==> src/shared/abd_pkg.sv <==
// Constants, types and helpers shared by the block decrypt front end
package abd_pkg;

	localparam logic [7:0] ABD_ADDR_BCFG  = 8'hE9;
	localparam logic [7:0] ABD_ADDR_DCFG  = 8'hEA;
	localparam logic [7:0] ABD_ADDR_BIN   = 8'hEB;
	localparam logic [7:0] ABD_ADDR_KIN   = 8'hEC;
	localparam logic [7:0] ABD_ADDR_XIN   = 8'hED;
	localparam logic [7:0] ABD_ADDR_YOUT  = 8'hEE;

	localparam int         ABD_BCFG_KS_LSB   = 0;
	localparam int         ABD_BCFG_DEC_BIT  = 2;
	localparam int         ABD_BCFG_EN_BIT   = 3;
	localparam int         ABD_BCFG_DONE_BIT = 5;
	localparam int         ABD_DCFG_XOR_BIT  = 0;
	localparam int         ABD_DCFG_SEL_LSB  = 1;

	localparam logic [7:0] ABD_BCFG_RESET = 8'h00;
	localparam logic [7:0] ABD_DCFG_RESET = 8'h00;
	localparam logic [7:0] ABD_XIN_RESET  = 8'h00;
	localparam logic [7:0] ABD_UNMAPPED   = 8'h00;

	localparam logic [4:0] ABD_BLOCK_BYTES = 5'h10;
	localparam logic [5:0] ABD_KEY128      = 6'h10;
	localparam logic [5:0] ABD_KEY192      = 6'h18;
	localparam logic [5:0] ABD_KEY256      = 6'h20;

	localparam logic [1:0] ABD_OUT_DIRECT = 2'h0;
	localparam logic [1:0] ABD_OUT_XOR    = 2'h1;
	localparam logic [1:0] ABD_OUT_INVKEY = 2'h2;

	localparam int         ABD_BUF_DEPTH = 2;
	localparam int         ABD_BUF_WIDTH = 16;

	typedef enum logic {
		ABD_LOAD,
		ABD_BUSY
	} abd_state_t;

	// Key bytes expected for a key-size code; the spare code acts as 128
	function automatic logic [5:0] abd_key_bytes(input logic [1:0] ks);
		case (ks)
			2'h1:    abd_key_bytes = ABD_KEY192;
			2'h2:    abd_key_bytes = ABD_KEY256;
			default: abd_key_bytes = ABD_KEY128;
		endcase
	endfunction : abd_key_bytes

endpackage : abd_pkg

==> src/hdl/abd_pair_buffer.sv <==
// Small valid/ready buffer holding result entries from the cipher core
`timescale 1ns/1ps
module abd_pair_buffer #(
	parameter int WIDTH = 16,
	parameter int DEPTH = 2
) (
	input  wire logic             clk,
	input  wire logic             rst_n,
	input  wire logic             clr,
	input  wire logic             in_valid,
	output      logic             in_ready,
	input  wire logic [WIDTH-1:0] in_data,
	output      logic             out_valid,
	input  wire logic             out_ready,
	output      logic [WIDTH-1:0] out_data
);
	// Depth must be a power of two so the pointers wrap by themselves
	localparam int AW = (DEPTH > 1) ? $clog2(DEPTH) : 1;
	localparam int CW = $clog2(DEPTH + 1);

	typedef struct packed {
		logic [DEPTH-1:0][WIDTH-1:0] mem;
		logic [AW-1:0]               wp;
		logic [AW-1:0]               rp;
		logic [CW-1:0]               cnt;
		logic                        rdy;
		logic                        vld;
	} abd_buf_t;

	localparam abd_buf_t BUF_RESET = '{mem: '0, wp: '0, rp: '0, cnt: '0,
		rdy: 1'b1, vld: 1'b0};

	abd_buf_t st;
	abd_buf_t next_st;
	logic     push;
	logic     pop;

	always_comb begin
		next_st = st;
		push = in_valid && st.rdy;
		pop = out_ready && st.vld;
		if (clr) begin
			next_st.wp = '0;
			next_st.rp = '0;
			next_st.cnt = '0;
		end else begin
			if (push) begin
				next_st.mem[st.wp] = in_data;
				next_st.wp = st.wp + AW'(1);
			end
			if (pop) begin
				next_st.rp = st.rp + AW'(1);
			end
			next_st.cnt = st.cnt + CW'(push) - CW'(pop);
		end
		// Flags come from the next count so ready and valid are flops
		next_st.rdy = (next_st.cnt != CW'(DEPTH));
		next_st.vld = (next_st.cnt != '0);
	end

	always_ff @(posedge clk) begin
		if (!rst_n) begin
			st <= BUF_RESET;
		end else begin
			st <= next_st;
		end
	end

	assign in_ready = st.rdy;
	assign out_valid = st.vld;
	assign out_data = st.mem[st.rp];

	full_stalls_a: assert property (@(posedge clk) disable iff (!rst_n)
		(st.cnt == CW'(DEPTH)) |-> !in_ready)
		else $error("buffer full but still ready");

	head_hold_a: assert property (@(posedge clk) disable iff (!rst_n)
		(out_valid && !out_ready && !clr) |=>
		(out_valid && $stable(out_data)))
		else $error("stalled head entry changed or vanished");

	count_bound_a: assert property (@(posedge clk) disable iff (!rst_n)
		st.cnt <= CW'(DEPTH))
		else $error("buffer count beyond depth");

endmodule : abd_pair_buffer

==> src/hdl/abd_sfr_path.sv <==
// SFR front end of the block cipher used for block decryption
`timescale 1ns/1ps
// Function
// - Block config bits 1:0 select key size and thus expected key bytes.
// - Block config bit 2 sets the core to decrypt direction.
// - Block config bit 3 enables the core; inactive while clear.
// - Block loads as 16 pairs: data byte then key byte, in order.
// - For 192/256-bit keys remaining key bytes follow the pairs.
// - Completion shows as done interrupt and block config bit 5.
// - After completion sixteen result bytes are read from the result port.
// - Configuration is kept between blocks; only data steps repeat.
// - Data config bits 2:1 pick direct, XOR-ed or inverse key output.
// - With data config bit 0 set, data bytes are XOR-ed with operand; key bytes pass unchanged.
// - With data config bit 0 clear, input bytes pass unchanged.
// - Data config resets to zero; bits 7:3 read only as zero.
module abd_sfr_path (
	input  wire logic       clk,
	input  wire logic       rst_n,
	input  wire logic [7:0] sfr_addr,
	input  wire logic       sfr_wr,
	input  wire logic       sfr_rd,
	input  wire logic [7:0] sfr_wdata,
	output      logic [7:0] sfr_rdata,
	output      logic       done_irq,
	output      logic [1:0] core_key_size,
	output      logic       core_decrypt,
	output      logic       core_enable,
	output      logic       core_in_valid,
	output      logic [7:0] core_in_data,
	output      logic       core_in_is_key,
	output      logic       core_start,
	input  wire logic       core_done,
	input  wire logic       core_res_valid,
	output      logic       core_res_ready,
	input  wire logic [7:0] core_res_data,
	input  wire logic [7:0] core_res_inv_key
);
	typedef struct packed {
		abd_pkg::abd_state_t state;
		logic [1:0]          key_size;
		logic                decrypt;
		logic                enable;
		logic                done;
		logic                xor_in;
		logic [1:0]          out_sel;
		logic [7:0]          xin;
		logic [4:0]          pairs;
		logic [5:0]          keys;
		logic                expect_key;
		logic [7:0]          rdata;
		logic                in_valid;
		logic [7:0]          in_data;
		logic                in_is_key;
		logic                start;
	} abd_regs_t;

	abd_regs_t  st;
	abd_regs_t  next_st;
	logic       hit_bcfg;
	logic       hit_dcfg;
	logic       hit_bin;
	logic       hit_kin;
	logic       hit_xin;
	logic       hit_yout;
	logic       acc_bin;
	logic       acc_kin;
	logic [5:0] need;
	logic       buf_clr;
	logic       buf_pop;
	logic       buf_valid;
	logic [15:0] buf_data;

	function automatic logic [7:0] abd_result_byte(input logic [1:0] sel,
		input logic [15:0] ent, input logic [7:0] x);
		case (sel)
			abd_pkg::ABD_OUT_XOR:    abd_result_byte = ent[7:0] ^ x;
			abd_pkg::ABD_OUT_INVKEY: abd_result_byte = ent[15:8];
			// Reserved code falls back to direct data
			default:                 abd_result_byte = ent[7:0];
		endcase
	endfunction : abd_result_byte

	always_comb begin
		next_st = st;
		next_st.in_valid = 1'b0;
		next_st.start = 1'b0;
		buf_clr = 1'b0;
		buf_pop = 1'b0;
		hit_bcfg = 1'b0;
		hit_dcfg = 1'b0;
		hit_bin = 1'b0;
		hit_kin = 1'b0;
		hit_xin = 1'b0;
		hit_yout = 1'b0;
		if (sfr_addr == abd_pkg::ABD_ADDR_BCFG) begin
			hit_bcfg = 1'b1;
		end else if (sfr_addr == abd_pkg::ABD_ADDR_DCFG) begin
			hit_dcfg = 1'b1;
		end else if (sfr_addr == abd_pkg::ABD_ADDR_BIN) begin
			hit_bin = 1'b1;
		end else if (sfr_addr == abd_pkg::ABD_ADDR_KIN) begin
			hit_kin = 1'b1;
		end else if (sfr_addr == abd_pkg::ABD_ADDR_XIN) begin
			hit_xin = 1'b1;
		end else if (sfr_addr == abd_pkg::ABD_ADDR_YOUT) begin
			hit_yout = 1'b1;
		end
		need = abd_pkg::abd_key_bytes(st.key_size);
		// Out-of-turn bytes are dropped rather than shifting the pairing
		acc_bin = sfr_wr && hit_bin && st.enable &&
			(st.state == abd_pkg::ABD_LOAD) && !st.expect_key &&
			(st.pairs != abd_pkg::ABD_BLOCK_BYTES);
		acc_kin = sfr_wr && hit_kin && st.enable &&
			(st.state == abd_pkg::ABD_LOAD) && (st.expect_key ||
			((st.pairs == abd_pkg::ABD_BLOCK_BYTES) &&
			(st.keys < need)));

		if (sfr_wr && hit_bcfg) begin
			next_st.key_size = sfr_wdata[abd_pkg::ABD_BCFG_KS_LSB +: 2];
			next_st.decrypt = sfr_wdata[abd_pkg::ABD_BCFG_DEC_BIT];
			next_st.enable = sfr_wdata[abd_pkg::ABD_BCFG_EN_BIT];
			if (!sfr_wdata[abd_pkg::ABD_BCFG_DONE_BIT]) begin
				next_st.done = 1'b0;
			end
			if (sfr_wdata == abd_pkg::ABD_BCFG_RESET) begin
				next_st.state = abd_pkg::ABD_LOAD;
				next_st.pairs = '0;
				next_st.keys = '0;
				next_st.expect_key = 1'b0;
				buf_clr = 1'b1;
			end
		end
		if (sfr_wr && hit_dcfg) begin
			next_st.xor_in = sfr_wdata[abd_pkg::ABD_DCFG_XOR_BIT];
			next_st.out_sel = sfr_wdata[abd_pkg::ABD_DCFG_SEL_LSB +: 2];
		end
		if (sfr_wr && hit_xin) begin
			next_st.xin = sfr_wdata;
		end

		if (acc_bin) begin
			next_st.in_valid = 1'b1;
			next_st.in_is_key = 1'b0;
			if (st.xor_in) begin
				next_st.in_data = sfr_wdata ^ st.xin;
			end else begin
				next_st.in_data = sfr_wdata;
			end
			next_st.expect_key = 1'b1;
			if ((st.pairs == '0) && (st.keys == '0)) begin
				next_st.done = 1'b0;
			end
		end
		if (acc_kin) begin
			next_st.in_valid = 1'b1;
			next_st.in_is_key = 1'b1;
			next_st.in_data = sfr_wdata;
			next_st.keys = st.keys + 6'h01;
			if (st.expect_key) begin
				next_st.pairs = st.pairs + 5'h01;
				next_st.expect_key = 1'b0;
			end
			if ((next_st.pairs == abd_pkg::ABD_BLOCK_BYTES) &&
				(next_st.keys == need)) begin
				next_st.start = 1'b1;
				next_st.state = abd_pkg::ABD_BUSY;
			end
		end

		// Placed after every clear so a finishing block is never lost
		if ((st.state == abd_pkg::ABD_BUSY) && core_done) begin
			next_st.done = 1'b1;
			next_st.state = abd_pkg::ABD_LOAD;
			next_st.pairs = '0;
			next_st.keys = '0;
			next_st.expect_key = 1'b0;
		end

		if (sfr_rd) begin
			if (hit_bcfg) begin
				next_st.rdata = {2'h0, st.done, 1'b0, st.enable, st.decrypt,
					st.key_size};
			end else if (hit_dcfg) begin
				next_st.rdata = {5'h00, st.out_sel, st.xor_in};
			end else if (hit_xin) begin
				next_st.rdata = st.xin;
			end else if (hit_yout) begin
				if (buf_valid) begin
					next_st.rdata = abd_result_byte(st.out_sel, buf_data,
						st.xin);
					buf_pop = !buf_clr;
				end else begin
					next_st.rdata = abd_pkg::ABD_UNMAPPED;
				end
			end else begin
				next_st.rdata = abd_pkg::ABD_UNMAPPED;
			end
		end
	end

	always_ff @(posedge clk) begin
		if (!rst_n) begin
			st <= '0;
		end else begin
			st <= next_st;
		end
	end

	// Entries pair the data byte with its inverse key byte
	abd_pair_buffer #(
		.WIDTH (abd_pkg::ABD_BUF_WIDTH),
		.DEPTH (abd_pkg::ABD_BUF_DEPTH)
	) abd_pair_buffer_inst (
		.clk       (clk),
		.rst_n     (rst_n),
		.clr       (buf_clr),
		.in_valid  (core_res_valid),
		.in_ready  (core_res_ready),
		.in_data   ({core_res_inv_key, core_res_data}),
		.out_valid (buf_valid),
		.out_ready (buf_pop),
		.out_data  (buf_data)
	);

	assign sfr_rdata = st.rdata;
	assign done_irq = st.done;
	assign core_key_size = st.key_size;
	assign core_decrypt = st.decrypt;
	assign core_enable = st.enable;
	assign core_in_valid = st.in_valid;
	assign core_in_data = st.in_data;
	assign core_in_is_key = st.in_is_key;
	assign core_start = st.start;

	reset_seq_a: assert property (@(posedge clk) disable iff (!rst_n)
		(sfr_wr && hit_bcfg && (sfr_wdata == 8'h00)) |=>
		((st.pairs == 5'h00) && (st.keys == 6'h00) && !core_enable))
		else $error("zero config write did not clear the sequence");

	key_count_a: assert property (@(posedge clk) disable iff (!rst_n)
		core_start |-> ((st.pairs == 5'h10) &&
		(st.keys == abd_pkg::abd_key_bytes(core_key_size))))
		else $error("core started with wrong byte count");

	dec_bit_a: assert property (@(posedge clk) disable iff (!rst_n)
		(sfr_wr && hit_bcfg) |=> (core_decrypt == $past(sfr_wdata[2])))
		else $error("decrypt direction not taken from bit 2");

	enable_gate_a: assert property (@(posedge clk) disable iff (!rst_n)
		!st.enable |=> !core_in_valid)
		else $error("byte accepted while core disabled");

	pair_order_a: assert property (@(posedge clk) disable iff (!rst_n)
		(core_in_valid && !core_in_is_key) |-> (st.expect_key &&
		(st.pairs < 5'h10)))
		else $error("data byte out of alternating order");

	done_set_a: assert property (@(posedge clk) disable iff (!rst_n)
		((st.state == abd_pkg::ABD_BUSY) && core_done) |=>
		(done_irq && (st.state == abd_pkg::ABD_LOAD)))
		else $error("completion did not raise done");

	done_hold_a: assert property (@(posedge clk) disable iff (!rst_n)
		(done_irq && !(sfr_wr && (hit_bcfg || hit_bin))) |=> done_irq)
		else $error("done flag dropped without a clear");

	cfg_keep_a: assert property (@(posedge clk) disable iff (!rst_n)
		(core_done && !(sfr_wr && (hit_bcfg || hit_dcfg))) |=>
		($stable(core_key_size) && $stable(core_enable) &&
		$stable(st.out_sel)))
		else $error("configuration lost at block end");

	xor_in_a: assert property (@(posedge clk) disable iff (!rst_n)
		(acc_bin && st.xor_in) |=>
		(core_in_data == ($past(sfr_wdata) ^ $past(st.xin))))
		else $error("input XOR not applied");

	bypass_in_a: assert property (@(posedge clk) disable iff (!rst_n)
		(acc_bin && !st.xor_in) |=> (core_in_data == $past(sfr_wdata)))
		else $error("input byte altered with XOR off");

	dcfg_ro_a: assert property (@(posedge clk) disable iff (!rst_n)
		(sfr_rd && hit_dcfg) |=> (sfr_rdata[7:3] == 5'h00))
		else $error("read-only data config bits not zero");

	out_sel_a: assert property (@(posedge clk) disable iff (!rst_n)
		(sfr_rd && hit_yout && buf_valid && (st.out_sel == 2'h2)) |=>
		(sfr_rdata == $past(buf_data[15:8])))
		else $error("inverse key not returned");

endmodule : abd_sfr_path

==> config.mk <==
export PLATFORM = sky130hd
export DESIGN_NAME = abd_sfr_path
export DESIGN_NICKNAME = d
export VERILOG_FILES = /design/src/shared/abd_pkg.sv /design/src/hdl/abd_pair_buffer.sv /design/src/hdl/abd_sfr_path.sv
export SDC_FILE = /design/constraint.sdc
export NUM_CORES = 1
export LEC_CHECK = 0
export BUFFER_PORTS_ARGS = -buffer_cell sky130_fd_sc_hd__buf_2
export CORE_MARGIN = 3
export CORE_UTILIZATION = 60
export DETAILED_ROUTE_END_ITERATION = 8
export PLACE_DENSITY = 0.91
export REMOVE_ABC_BUFFERS = 1
export SYNTH_ARGS = -nofsm -noshare
export SYNTH_HDL_FRONTEND = slang
export SYNTH_HIERARCHICAL = 1
export SYNTH_SLANG_ARGS = --single-unit
==> constraint.sdc <==
create_clock -name clk -period 5 [get_ports clk]
set_input_delay 1 -clock clk [delete_from_list [all_inputs] [get_ports clk]]
set_output_delay 1 -clock clk [all_outputs]
set_load 0.01 [all_outputs]
Word-level counts from Yosys, hierarchy flattened
Index checks and enable logic that the tools add are counted.
- add/subtract/negate cells: 6
- $lt $le $gt $ge: 4
- eq/ne operators: 15
- mux-type cells: 61
- bitwise gates (word level): 5
- reduce and logical (&&, ||, !) cells: 34
- operator list (operator ; number):
    $eq 8x8->1 const B ; 6
    $mux 16 ; 3
    $mux 8 ; 6
    $mux 1 ; 39
    $mux 12 ; 3
    $bwmux 32 ; 1
    $logic_and 1x1->1 ; 19
    $demux 16 s1 ; 1
    $pmux 8 s2 ; 1
    $xor 8x8->8 ; 2
    $pmux 6 s2 ; 1
    $mux 11 ; 1
    $eq 5x5->1 const B ; 2
    $mux 10 ; 1
    $mux 5 ; 2
    $logic_not 8->1 ; 1
    $reduce_bool 2->1 ; 4
    $add 6x1->6 const B ; 1
    $eq 6x6->1 ; 1
    $logic_not 6->1 ; 1
    $lt 6x6->1 ; 1
    $mux 6 ; 1
    $reduce_and 2->1 ; 3
    $add 5x1->5 const B ; 1
    15 further kinds ; 23
- flip-flop bits (word level): 86
- bits of input ports: 38
- output and inout port bits: 25
- logic and storage cells: 148

Logic depth before layout (Yosys ltp)
Gate-level depths: netlist of run 1.
- depth after elaboration: 16
- depth in mapped cells: 11
- gate-level depth less buffers: 10

Hierarchy
The synthesis of run 1 kept the hierarchy.
- by module, submodules not included (module ; times used ; cells an instance ; area an instance (µm²) ; seq. area each (µm²)):
    abd_sfr_path ; 1 ; 404 ; 3151.8 ; 960.9
    abd_pair_buffer ; 1 ; 164 ; 1685.4 ; 760.7

Worst setup path before layout of run 1
No wires, ideal clock.
- kind: input to register
- start: in sfr_addr[4]
- end: reg abd_pair_buffer_inst.st, in the netlist abd_pair_buffer_inst/in_ready
- setup time: 0.127 ns
- arrival time: 2.752 ns
- data required time: 4.873 ns
- setup slack: 2.121 ns
- stages: 11
- path buffers: 1
- path through: and4b_1 > and2_1 > buf_6 > nand2_1 > nor2_1 > and2_1 > ha_1 > inv_1 > ha_1 > xnor3_1 > or3_1
- cells in the longest elaborated chain, start to end: 16
- elaborated cells on any way between the ends: 33
- those cells by class: add/sub: 1; eq/ne: 7; mux: 22; reduce/logical: 3
- ends and longest elaborated chain (element ; line ; text):
    start, declared ; abd_sfr_path.sv:19 ; input wire logic [7:0] sfr_addr,
    $eq 8x8->1 ; abd_sfr_path.sv:105 ; end else if (sfr_addr == abd_pkg::ABD_ADDR_YOUT) begin
    $mux 1 ; abd_sfr_path.sv:105 ;
    $mux 1 ; abd_sfr_path.sv:103 ; end else if (sfr_addr == abd_pkg::ABD_ADDR_XIN) begin
    $mux 1 ; abd_sfr_path.sv:101 ; end else if (sfr_addr == abd_pkg::ABD_ADDR_KIN) begin
    $mux 1 ; abd_sfr_path.sv:99 ; end else if (sfr_addr == abd_pkg::ABD_ADDR_BIN) begin
    $mux 1 ; abd_sfr_path.sv:97 ; end else if (sfr_addr == abd_pkg::ABD_ADDR_DCFG) begin
    $mux 1 ; abd_sfr_path.sv:95 ; if (sfr_addr == abd_pkg::ABD_ADDR_BCFG) begin
    $mux 1 ; abd_sfr_path.sv:187 ; end else if (hit_yout) begin
    [2 not listed] ; -- ;
    $mux 1 (*) ; abd_sfr_path.sv:180 ; if (hit_bcfg) begin
    $mux 1 (*) ; abd_sfr_path.sv:179 ; if (sfr_rd) begin
    named net buf_pop ; abd_sfr_path.sv:69 ; logic buf_pop;
    $logic_and 1x1->1 (*) ; abd_pair_buffer.sv:41 ; pop = out_ready && st.vld;
    named net abd_pair_buffer_inst.pop ; abd_pair_buffer.sv:36 ; logic pop;
    $sub 2x1->2 (*) ; abd_pair_buffer.sv:54 ; next_st.cnt = st.cnt + CW'(push) - CW'(pop);
    $mux 2 (*) ; abd_pair_buffer.sv:42 ; if (clr) begin
    $ne 2x2->1 (*) ; abd_pair_buffer.sv:57 ; next_st.rdy = (next_st.cnt != CW'(DEPTH));
    end signal, assigned ; abd_pair_buffer.sv:65 ; st <= next_st;
    end, declared ; abd_pair_buffer.sv:33 ; abd_buf_t st;
Mark *: on every way through the listed nets, which the timed path passes. The rest lies on a longest branch.
A chain may end at the register's enable or synchronous reset.

Worst setup path in the final report of run 1
- start: in sfr_addr[0]
- end: reg abd_pair_buffer_inst/st[12] in the netlist's numbering
- cells in the longest elaborated chain, start to end: 6
- ends and longest elaborated chain (element ; line ; text):
    $eq 8x8->1 ; abd_sfr_path.sv:95 ;
    $mux 1 ; abd_sfr_path.sv:95 ;
    $logic_and 1x1->1 ; abd_sfr_path.sv:118 ; if (sfr_wr && hit_bcfg) begin
    $mux 1 ; abd_sfr_path.sv:118 ;
    named net buf_clr ; abd_sfr_path.sv:68 ; logic buf_clr;
    $not 1->1 (no source line) ; -- ;
    $reduce_and 2->1 (no source line) ; -- ;
The timed path passes the listed nets, and every way through them passes these cells.

==> run metrics, run 1 <==
FF-to-FF path depth 9; die height 95.79 um; Tot GR Track Use approximately a quarter; placer's final routability congestion estimate about 0.88; antenna violations before repair 0; DIE WIDTH between 90 and 100 um; Post-synth top cells nand2_1, dfxtp_1, mux2i_1, nor2_1, clkbuf_1; final net count roughly 640; drt initial violations 343; Core Area about 8000 um^2; startpoint type of the worst setup path input pin; fin crit share 60.75%; Netlist cell types between 50 and 60; min cycle time layout just over 3 ns; CTS Buf Count 9; worst skew pair latency 0.36 ns; fillers 618; Post-CTS Hold Buffers 0; Hold Vio Cnt, Final 0; Clock transition at path regs approximately 0.090 ns; Antenna diodes 0; Slew Limit Fails 0; Via density roughly 6.0; DRT Wirelength 11.08 mm; mapped cell area around 4800 um^2; leading area contributor after synthesis dfxtp_1; WP data arrival between 3 and 4 ns; Clock Path Buffers 2; Slew HR around 33%; Worst Skew approximately 0.012 ns; Synth top area share 35.59%; dpl hpwl approximately 8.0 mm; DRC viols 0; synthesis-to-layout area growth 6.674%; adder-cell area share of the yosys netlist about 2.6%; XOR/XNOR Fraction of Synth Area 1.371%; total number of vias approximately 4,200; Post-synth ARST share 0%; crit end category flip-flop; initial core utilization between 60% and 70%; Worst-Margin Slew between 0.9 and 1 ns; Synth Area in Simple Gates 24.24%; Hold Path Cell Cnt 2; worst hold path class flip-flop to flip-flop; EDFF count, synth 0; Sink Count between 80 and 90; routed len/inst 15.94 um; placed cell count approximately 680; first-pass GRT wire length 17.97 mm; Worst VDD drop between 0.15 and 0.2 mV; layout cells sized above 1 between 10% and 20%; Setup WS post-layout 1.963 ns; cell count after synthesis approximately 570; total global routing overflow 0; CP max FO 16; Peak Freq between 300 and 400 MHz; Max-Cap Viols 0; post-CTS sizing 0; die area between 9000 and 10,000 um^2; largest family of logic cells by synthesized area simple AND/OR/NAND/NOR gates; Area contributors post-synth dfxtp_1, mux2i_1, nand2_1, mux2_2, buf_4; mux share of post-synthesis cell area 13.42%; yosys warns 6; # port buffers just over 60; status finished clean; Row Count 32; num ports 63; Min Hold Slack roughly 0.46 ns; Pleak roughly 2.1 nW; setup bufs post-CTS 0; setup violators final 0; Worst Path Required roughly 5.3 ns; most common cell in the netlist nand2_1; fin cells between 600 and 700; DRT antenna net count 0; top_reg_cell synth dfxtp_1; H-tree depth 3; vias in the first global route between 3,000 and 4,000; largest net degree at the start of global routing 45; compound-gate portion of the synthesized area between 10 and 15%; RSZ-0062 raised after global routing no; Final Util around two thirds; root buffer cell clkbuf_8; synthesized area per cell roughly 8.5 um^2; critical path type input pin to flip-flop; PwrDens 263.6 nW/um^2; Seq cells post-synth 86; Pre-antenna DRT Iters 9; Fin Setup TNS 0 ns; sequential share of the synthesized area approximately 36%; pre-CTS WS roughly 1.6 ns; CTS tree done
-- critical path, cell delays in order --
cell	delay, ns
buf_2	0.12
nor2b_1	0.14
buf_4	0.18
and3b_1	0.19
nand4_1	0.32
inv_1	0.13
and4bb_1	0.95
mux2i_1	0.28
-- state kept, by name, summed over array words and instances (netlist names), 2 cells and up --
name,flops
abd_pair_buffer_inst/st,36
core_in_data,8
core_key_size,2
sfr_rdata,8
st,24
-- worst paths after layout --
path / from / slack (ns) / to
max reg2reg: core_key_size[0] / 2.43 / st[23]
min: abd_pair_buffer_inst/st[15] / 0.46 / abd_pair_buffer_inst/st[15]
max: sfr_addr[0] / 1.96 / abd_pair_buffer_inst/st[12]
min reg2reg: abd_pair_buffer_inst/st[15] / 0.46 / abd_pair_buffer_inst/st[15]
-- layer usage --
metal / GRT usage (%) / vias to the layer above / wire length [um]
li1: - / 2032 / -
met1: 31.05 / 1993 / 4645
met2: 41.86 / 153 / 5485
met3: 6.489 / 21 / 794
met4: 5.924 / 0 / 150
met5: 0 / - / 0
-- metrics by stage --
step,total power [W],area (um^2)
2_1_floorplan,0.0008101,4478
3_3_place_gp,0.0008579,4954
3_5_place_dp,0.0008652,4954
4_1_cts,0.001364,5160
5_1_grt,0.001408,5160
6_report,0.001360,5160
-- area by class of cell --
class                      instances  area, um^2  area share, %
sequential                        86        1722          33.37
tap                              102       127.6          2.473
timing repair buffer              67       347.8          6.741
clock buffer                       9       123.9          2.401
inverter                          16       60.06          1.164
clock inverter                     7       82.58          1.600
multi-input combinational        408        2696          52.26
-- cell usage in the layout (no fill, tap or decap), types with 13 or more instances in the layout --
| master | n |
|---|---|
| nand2_1 | 101 |
| dfxtp_1 | 86 |
| buf_2 | 62 |
| mux2i_1 | 39 |
| nor2_1 | 29 |
| mux2_2 | 23 |
| nand3_1 | 21 |
| a21oi_1 | 20 |
| inv_1 | 16 |
| o21ai_0 | 16 |
| nor2b_1 | 15 |
| nand3b_1 | 13 |
-- where the power goes --
part	switching, W	leakage, nW	internal [W]	total [W]
Clock	0.000272	0.0980	0.000238	0.000509
Combinational	0.0000701	1.33	0.0000615	0.000132
Sequential	0.0000130	0.698	0.000706	0.000719
Total	0.000355	2.13	0.00101	0.00136
-- kinds of logic after synthesis --
group	count (synthesis)
AND/OR/NAND/NOR	233
AO/OA/AOI/OAI	97
flip-flops	86
buffers and inverters	74
multiplexers	62
adder cells (fa/ha/maj)	10
XOR/XNOR	6
Note: power is estimated with default switching activity, not from simulation.
==> inputs of run 2 (changes only) <==
--- a/config.mk
+++ b/config.mk
@@ -5,11 +5,12 @@
 export SDC_FILE = /design/constraint.sdc
 export NUM_CORES = 1
 export LEC_CHECK = 0
+export ABC_AREA = 1
 export BUFFER_PORTS_ARGS = -buffer_cell sky130_fd_sc_hd__buf_2
 export CORE_MARGIN = 3
-export CORE_UTILIZATION = 60
+export CORE_UTILIZATION = 53
 export DETAILED_ROUTE_END_ITERATION = 8
-export PLACE_DENSITY = 0.91
+export PLACE_DENSITY = 0.86
 export REMOVE_ABC_BUFFERS = 1
 export SYNTH_ARGS = -nofsm -noshare
 export SYNTH_HDL_FRONTEND = slang
==> constraint.sdc (replaced) <==
create_clock -name clk -period 2.7 [get_ports clk]
set_input_delay 0.54 -clock clk [delete_from_list [all_inputs] [get_ports clk]]
set_output_delay 0.54 -clock clk [all_outputs]
set_load 0.01 [all_outputs]
==> run 2 against run 1 <==
Via count is 18% higher; combinational power is 130% higher; sequential power is 88% higher; synthesized cell count is 30% higher; setup slack worse by 1.6 ns; register-to-register slack worse by 2.1 ns; design area is 3.7% higher; non-clock buffer count is 7 higher; critical path depth is 4 higher; die area is 14% higher; first-iteration DRC count is 21% lower; cell count is 28% higher.
==> run metrics, run 2 <==
Via density 5.588; first-pass GRT wire length 21.06 mm; root buffer cell clkbuf_8; total global routing overflow 0; status finished clean; startpoint type of the worst setup path flip-flop; leading area contributor after synthesis dfxtp_1; most flop-heavy register abd_pair_buffer_inst/st; Tot GR Track Use about a quarter; most common cell in the netlist nand2_1; CP cell instances inv_1 -> nor2_1 -> inv_1 -> ha_1 -> a21oi_1 -> nand3_1 -> nand2_2 -> nand2_4 -> nand2_2 -> o21ai_0 -> a21oi_1 -> nor2_1; fin crit share around 88%; Row Count 34; Core Area around 9000 um^2; worst hold path class flip-flop to flip-flop; num ports 63; largest net degree at the start of global routing 33; cell count after synthesis roughly 740; crit end category flip-flop; die height approximately 100 um; Seq cells post-synth 86; FF-to-FF path depth 12; yosys warns 6; EDFF count, synth 0; min cycle time layout around 2.4 ns; sequential share of the synthesized area a little over a third; CP startpoint core_key_size[1]; Worst-Margin Slew 0.5560 ns; DRC viols 0; Pre-antenna DRT Iters 5; worst skew pair latency ~0.37 ns; CTS Buf Count 9; Stages on worst setup path 12; commonest non-fill, non-tap cells in the layout nand2_1, dfxtp_1, inv_1, nor2_1, nand3_1; mapped cell area around 4900 um^2; RSZ-0062 raised after global routing no; WP buf/inv 2; die area 10,420 um^2; PwrDens between 400 and 500 nW/um^2; layout cells sized above 1 16.13%; initial core utilization 55.29%; H-tree depth 3; dpl hpwl between 9 and 10 mm; post-CTS sizing 0; DIE WIDTH between 100 and 150 um; synthesized area per cell 6.638 um^2; CP max FO 25; Final Util approximately 60%; setup bufs post-CTS 0; Slew Limit Fails 0; Peak Freq approximately 420 MHz; DRT antenna net count 0; final net count about 830; Final Instance Area approximately 5300 um^2; Fin Setup TNS 0 ns; Netlist cell types 39; Regs by FF count abd_pair_buffer_inst/st x36, st x24; Sink Count 86; Post-synth ARST share 0%; max FFs per register 36; top cell family by delay on the critical path simple AND/OR/NAND/NOR gates; R2R Path Start core_key_size[1]; worst setup path end core_in_data[5]; # port buffers a little over 60; Clock Path Buffers 2; Slew HR roughly 63%; worst reg2reg path endpoint core_in_data[5]; setup violators final 0; Worst Path Required just under 3 ns; total number of vias between 4,000 and 5,000; crit path max-delay cell type dfxtp_1; drt initial violations 271; reg2reg setup slack around 0.33 ns; critical path type flip-flop to flip-flop; placer's final routability congestion estimate just under 0.9; Post-synth top cells nand2_1, dfxtp_1, inv_1, nor2_1, nand3_1; Post-CTS Hold Buffers 0; CTS tree done; antenna violations before repair 0; synthesis-to-layout area growth 9.335%; WP data arrival around 2.6 ns; routed len/inst 14.12 um; Area contributors post-synth dfxtp_1, nand2_1, nand3_1, inv_1, nor2_1; Antenna diodes 0; Worst VDD drop ~0.2 mV; Worst Skew 0.01337 ns; commonest non-fill, non-tap cell in the layout nand2_1; Clock transition at path regs about 0.090 ns; Hold Vio Cnt, Final 0; DRT Wirelength 12.55 mm; Synth top area share about a third; max incr delay on CP ~0.37 ns; Max-Cap Viols 0; Pleak 2.492 nW; Placed Instance Area slightly above 5000 um^2; vias in the first global route about 4,700; top_reg_cell synth dfxtp_1
==> run 2: logic make-up (layout without fill, tap and decap cells) <==
logic type | count (synthesis) | count (layout) | share of synthesized area, %
compound gates | 120 | 120 | 13.56
xor+xnor | 4 | 4 | 0.7162
fa+ha+maj | 10 | 10 | 2.558
buf+inv | 138 | 182 | 12.43
flops | 86 | 86 | 35.19
simple gates | 379 | 379 | 35.55
==> run 2: how the worst min path moves through the flow <==
stage	endpoint	slack, ns	cells after the start	from
after detailed placement	sfr_rdata[0]	0.46	2	sfr_rdata[0]
after floorplan	abd_pair_buffer_inst/st[10]	0.44	2	abd_pair_buffer_inst/st[10]
after global placement	core_in_is_key	0.45	2	core_in_is_key
after CTS	st[32]	0.46	2	sfr_wr
final	sfr_rdata[0]	0.47	2	sfr_rdata[0]
after global routing	st[32]	0.47	2	sfr_wr
==> run 2: final cells by class <==
| class | count | area, um^2 |
|---|---|---|
| Sequential cell | 86 | 1722 |
| Clock inverter | 4 | 48.80 |
| Inverter | 93 | 349.1 |
| Timing Repair Buffer | 74 | 400.4 |
| Multi-Input combinational cell | 513 | 2562 |
| Fill cell | 803 | 3500 |
| Clock buffer | 11 | 131.4 |
| Tap cell | 108 | 135.1 |
==> run 2: worst min-delay path, cell delays in order, from the launching register on <==
cell	delay [ns]
dfxtp_1	0.32
nand2_1	0.06
a21oi_1	0.05
==> run 2: power breakdown <==
part	internal (W)	leakage [nW]	switching (W)
Clock	0.000423	0.0931	0.000472
Sequential	0.00132	0.700	0.0000281
Combinational	0.000107	1.70	0.000198
Total	0.00185	2.49	0.000698
==> run 2: per-stage QoR <==
stage / setup slack [ns] / hold WS (ns) / power, W / instances
after global routing: 0.1737 / 0.4745 / 0.002649 / 889
after CTS: 0.3413 / 0.4640 / 0.002547 / 889
final: 0.3272 / 0.4705 / 0.002546 / 889
after detailed placement: 0.1904 / 0.4572 / 0.001680 / 874
after floorplan: 0.4461 / 0.4407 / 0.001558 / 692
after global placement: 0.3218 / 0.4513 / 0.001665 / 874
==> run 2: routing by layer <==
layer	vias up	global-route usage, %	share of wire (%)
met1	2293	30.76	41
met5	-	0	0
li1	2451	-	-
met3	42	5.529	7.4
met2	182	41.63	48
met4	0	12.82	3.5
==> inputs of run 3 (changes only) <==
--- a/config.mk
+++ b/config.mk
@@ -10,7 +10,7 @@
 export CORE_MARGIN = 3
 export CORE_UTILIZATION = 53
 export DETAILED_ROUTE_END_ITERATION = 8
-export PLACE_DENSITY = 0.86
+export PLACE_DENSITY = 0.77
 export REMOVE_ABC_BUFFERS = 1
 export SYNTH_ARGS = -nofsm -noshare
 export SYNTH_HDL_FRONTEND = slang
==> run 3 against run 2 <==
Critical path depth rose by 4; highest routed layer unchanged; sequential share of layout area fell by 0.22 points; setup slack improved by 0.0033 ns; clock power rose by 19%; combinational power barely moved; clock skew fell by 0.0017 ns; critical path type is now input pin to flip-flop; die area did not move; power rose by 6.7%; register-to-register slack improved by 0.05 ns.
==> run metrics, run 3 (synthesis results as in run 2) <==
status finished clean; Pre-antenna DRT Iters 6; Hold Path End done_irq; DRT antenna net count 0; Slew HR approximately three fifths; total chip power about 0.0027 W; sw power about 0.00074 W; combinational power share around 11%; worst skew pair latency 0.37 ns; final net count 823; CP max FO 8; CTS Buf Count 9; R2R Path Start core_key_size[1]; setup violators final 0; total global routing overflow 0; post-CTS sizing 0; initial core utilization a little under three fifths; pre-CTS WS between 0.002 and 0.0025 ns; H-tree depth 3; Min Hold Slack between 0.4 and 0.5 ns; max FFs per register 36; startpoint type of the worst setup path input pin; Core Area just under 9000 um^2; Post-CTS Hold Buffers 0; most flop-heavy register abd_pair_buffer_inst/st; total number of vias about 4,800; critical path type input pin to flip-flop; RSZ-0062 raised after global routing no; die height ~100 um; Max-Cap Viols 0; Slew Limit Fails 0; min cycle time layout around 2.4 ns; Row Count 34; Worst-Margin Slew between 0.5 and 0.6 ns; hold path startpoint core_done; Via density 5.452; vias in the first global route 4,479; Fin Setup TNS 0 ns; Pleak 2.503 nW; Regs by FF count abd_pair_buffer_inst/st x36, st x24; routed len/inst ~14 um; placer's final routability congestion estimate approximately 0.88; Worst Skew around 0.012 ns; reg2reg setup slack roughly 0.38 ns; Hold Vio Cnt, Final 0; Setup WS post-layout 0.3305 ns; dpl hpwl between 9 and 10 mm; root buffer cell clkbuf_8; Peak Freq about 420 MHz; commonest non-fill, non-tap cells in the layout nand2_1, dfxtp_1, inv_1, nor2_1, nand3_1; Clk pwr share 39.1%; PwrDens between 500 and 600 nW/um^2; setup bufs post-CTS 0; worst reg2reg path endpoint core_in_data[5]; P_int 0.001978 W; drt initial violations 326; crit end category flip-flop; Clock Path Buffers 2; DIE WIDTH ~100 um; die area 10,420 um^2; layout cells sized above 1 between 15 and 20%; Tot GR Track Use between 20% and 30%; sw frac 27.18%; Clock transition at path regs roughly 0.1 ns; Hold Path Cell Cnt 3; Antenna diodes 0; Sink Count 86; # port buffers 62; FF-to-FF path depth 12; antenna violations before repair 0; Worst VDD drop 0.2661 mV; DRC viols 0; fillers roughly 870; Worst Path Required between 2 and 3 ns; CTS tree done; largest net degree at the start of global routing 35; placed cell count approximately 870; fin cells about 890; DRT Wirelength between 10 and 15 mm; first-pass GRT wire length 20.89 mm; fin crit share between 80% and 90%; num ports between 60 and 70; sequential share of power roughly 50%; worst hold path class input pin to flip-flop; synthesis-to-layout area growth 10.08%; commonest non-fill, non-tap cell in the layout nand2_1; WP data arrival approximately 2.6 ns
run 3: worst max path at each step:
| stage | from | endpoint | slack [ns] | cells past startpoint |
|---|---|---|---|---|
| finish | sfr_addr[4] | abd_pair_buffer_inst/out_valid | 0.33 | 16 |
| detailed placement | sfr_addr[4] | abd_pair_buffer_inst/st[3] | 0.002 | 16 |
| global route | core_key_size[1] | core_in_data[5] | 0.07 | 14 |
| CTS | sfr_addr[4] | abd_pair_buffer_inst/out_valid | 0.37 | 16 |
| floorplan | sfr_addr[4] | abd_pair_buffer_inst/out_valid | 0.45 | 15 |
| global placement | sfr_addr[4] | abd_pair_buffer_inst/out_valid | 0.16 | 16 |
run 3: per-stage QoR:
step                      util (%)  area [um^2]
after floorplan                  -         4633
after global placement       58.24         5154
final                        60.86         5385
after global routing         60.86         5385
after CTS                    60.86         5385
after detailed placement     58.24         5154
run 3: layout make-up:
type	instances	area (um^2)	share of cell area, %
multi-input combinational	513	2562	47.58
sequential	86	1722	31.97
timing repair buffer	72	385.4	7.156
inverter	93	349.1	6.482
clock buffer	10	137.6	2.556
tap	108	135.1	2.509
clock inverter	6	93.84	1.743
run 3: critical path, stage by stage:
cell	delay (ns)
buf_2	0.10
inv_1	0.06
nand2_2	0.06
nor2_4	0.21
nand3_1	0.10
nor2_1	0.14
inv_1	0.13
nor4_1	0.33
nand2_1	0.16
inv_1	0.08
ha_1	0.22
inv_1	0.06
ha_1	0.16
nand3_1	0.10
nand3_1	0.12
nand2_1	0.06
run 3: routing by layer:
layer  track usage [%]  up-vias  part of all wire (%)
met5                 0        -                     0
met4             6.660        0                   1.5
met3             3.003       17                   5.0
met2             42.23      129                    50
met1             33.00     2248                    44
li1                  -     2447                     -
run 3: power groups by stage:
| stage | clock [W] | combinational [W] | sequential (W) |
|---|---|---|---|
| global route | 0.00111 | 0.000348 | 0.00135 |
| floorplan | 0 | 0.000188 | 0.00137 |
| detailed placement | 0 | 0.000303 | 0.00138 |
| CTS | 0.00106 | 0.000305 | 0.00135 |
| finish | 0.00106 | 0.000307 | 0.00135 |
| global placement | 0 | 0.000294 | 0.00137 |
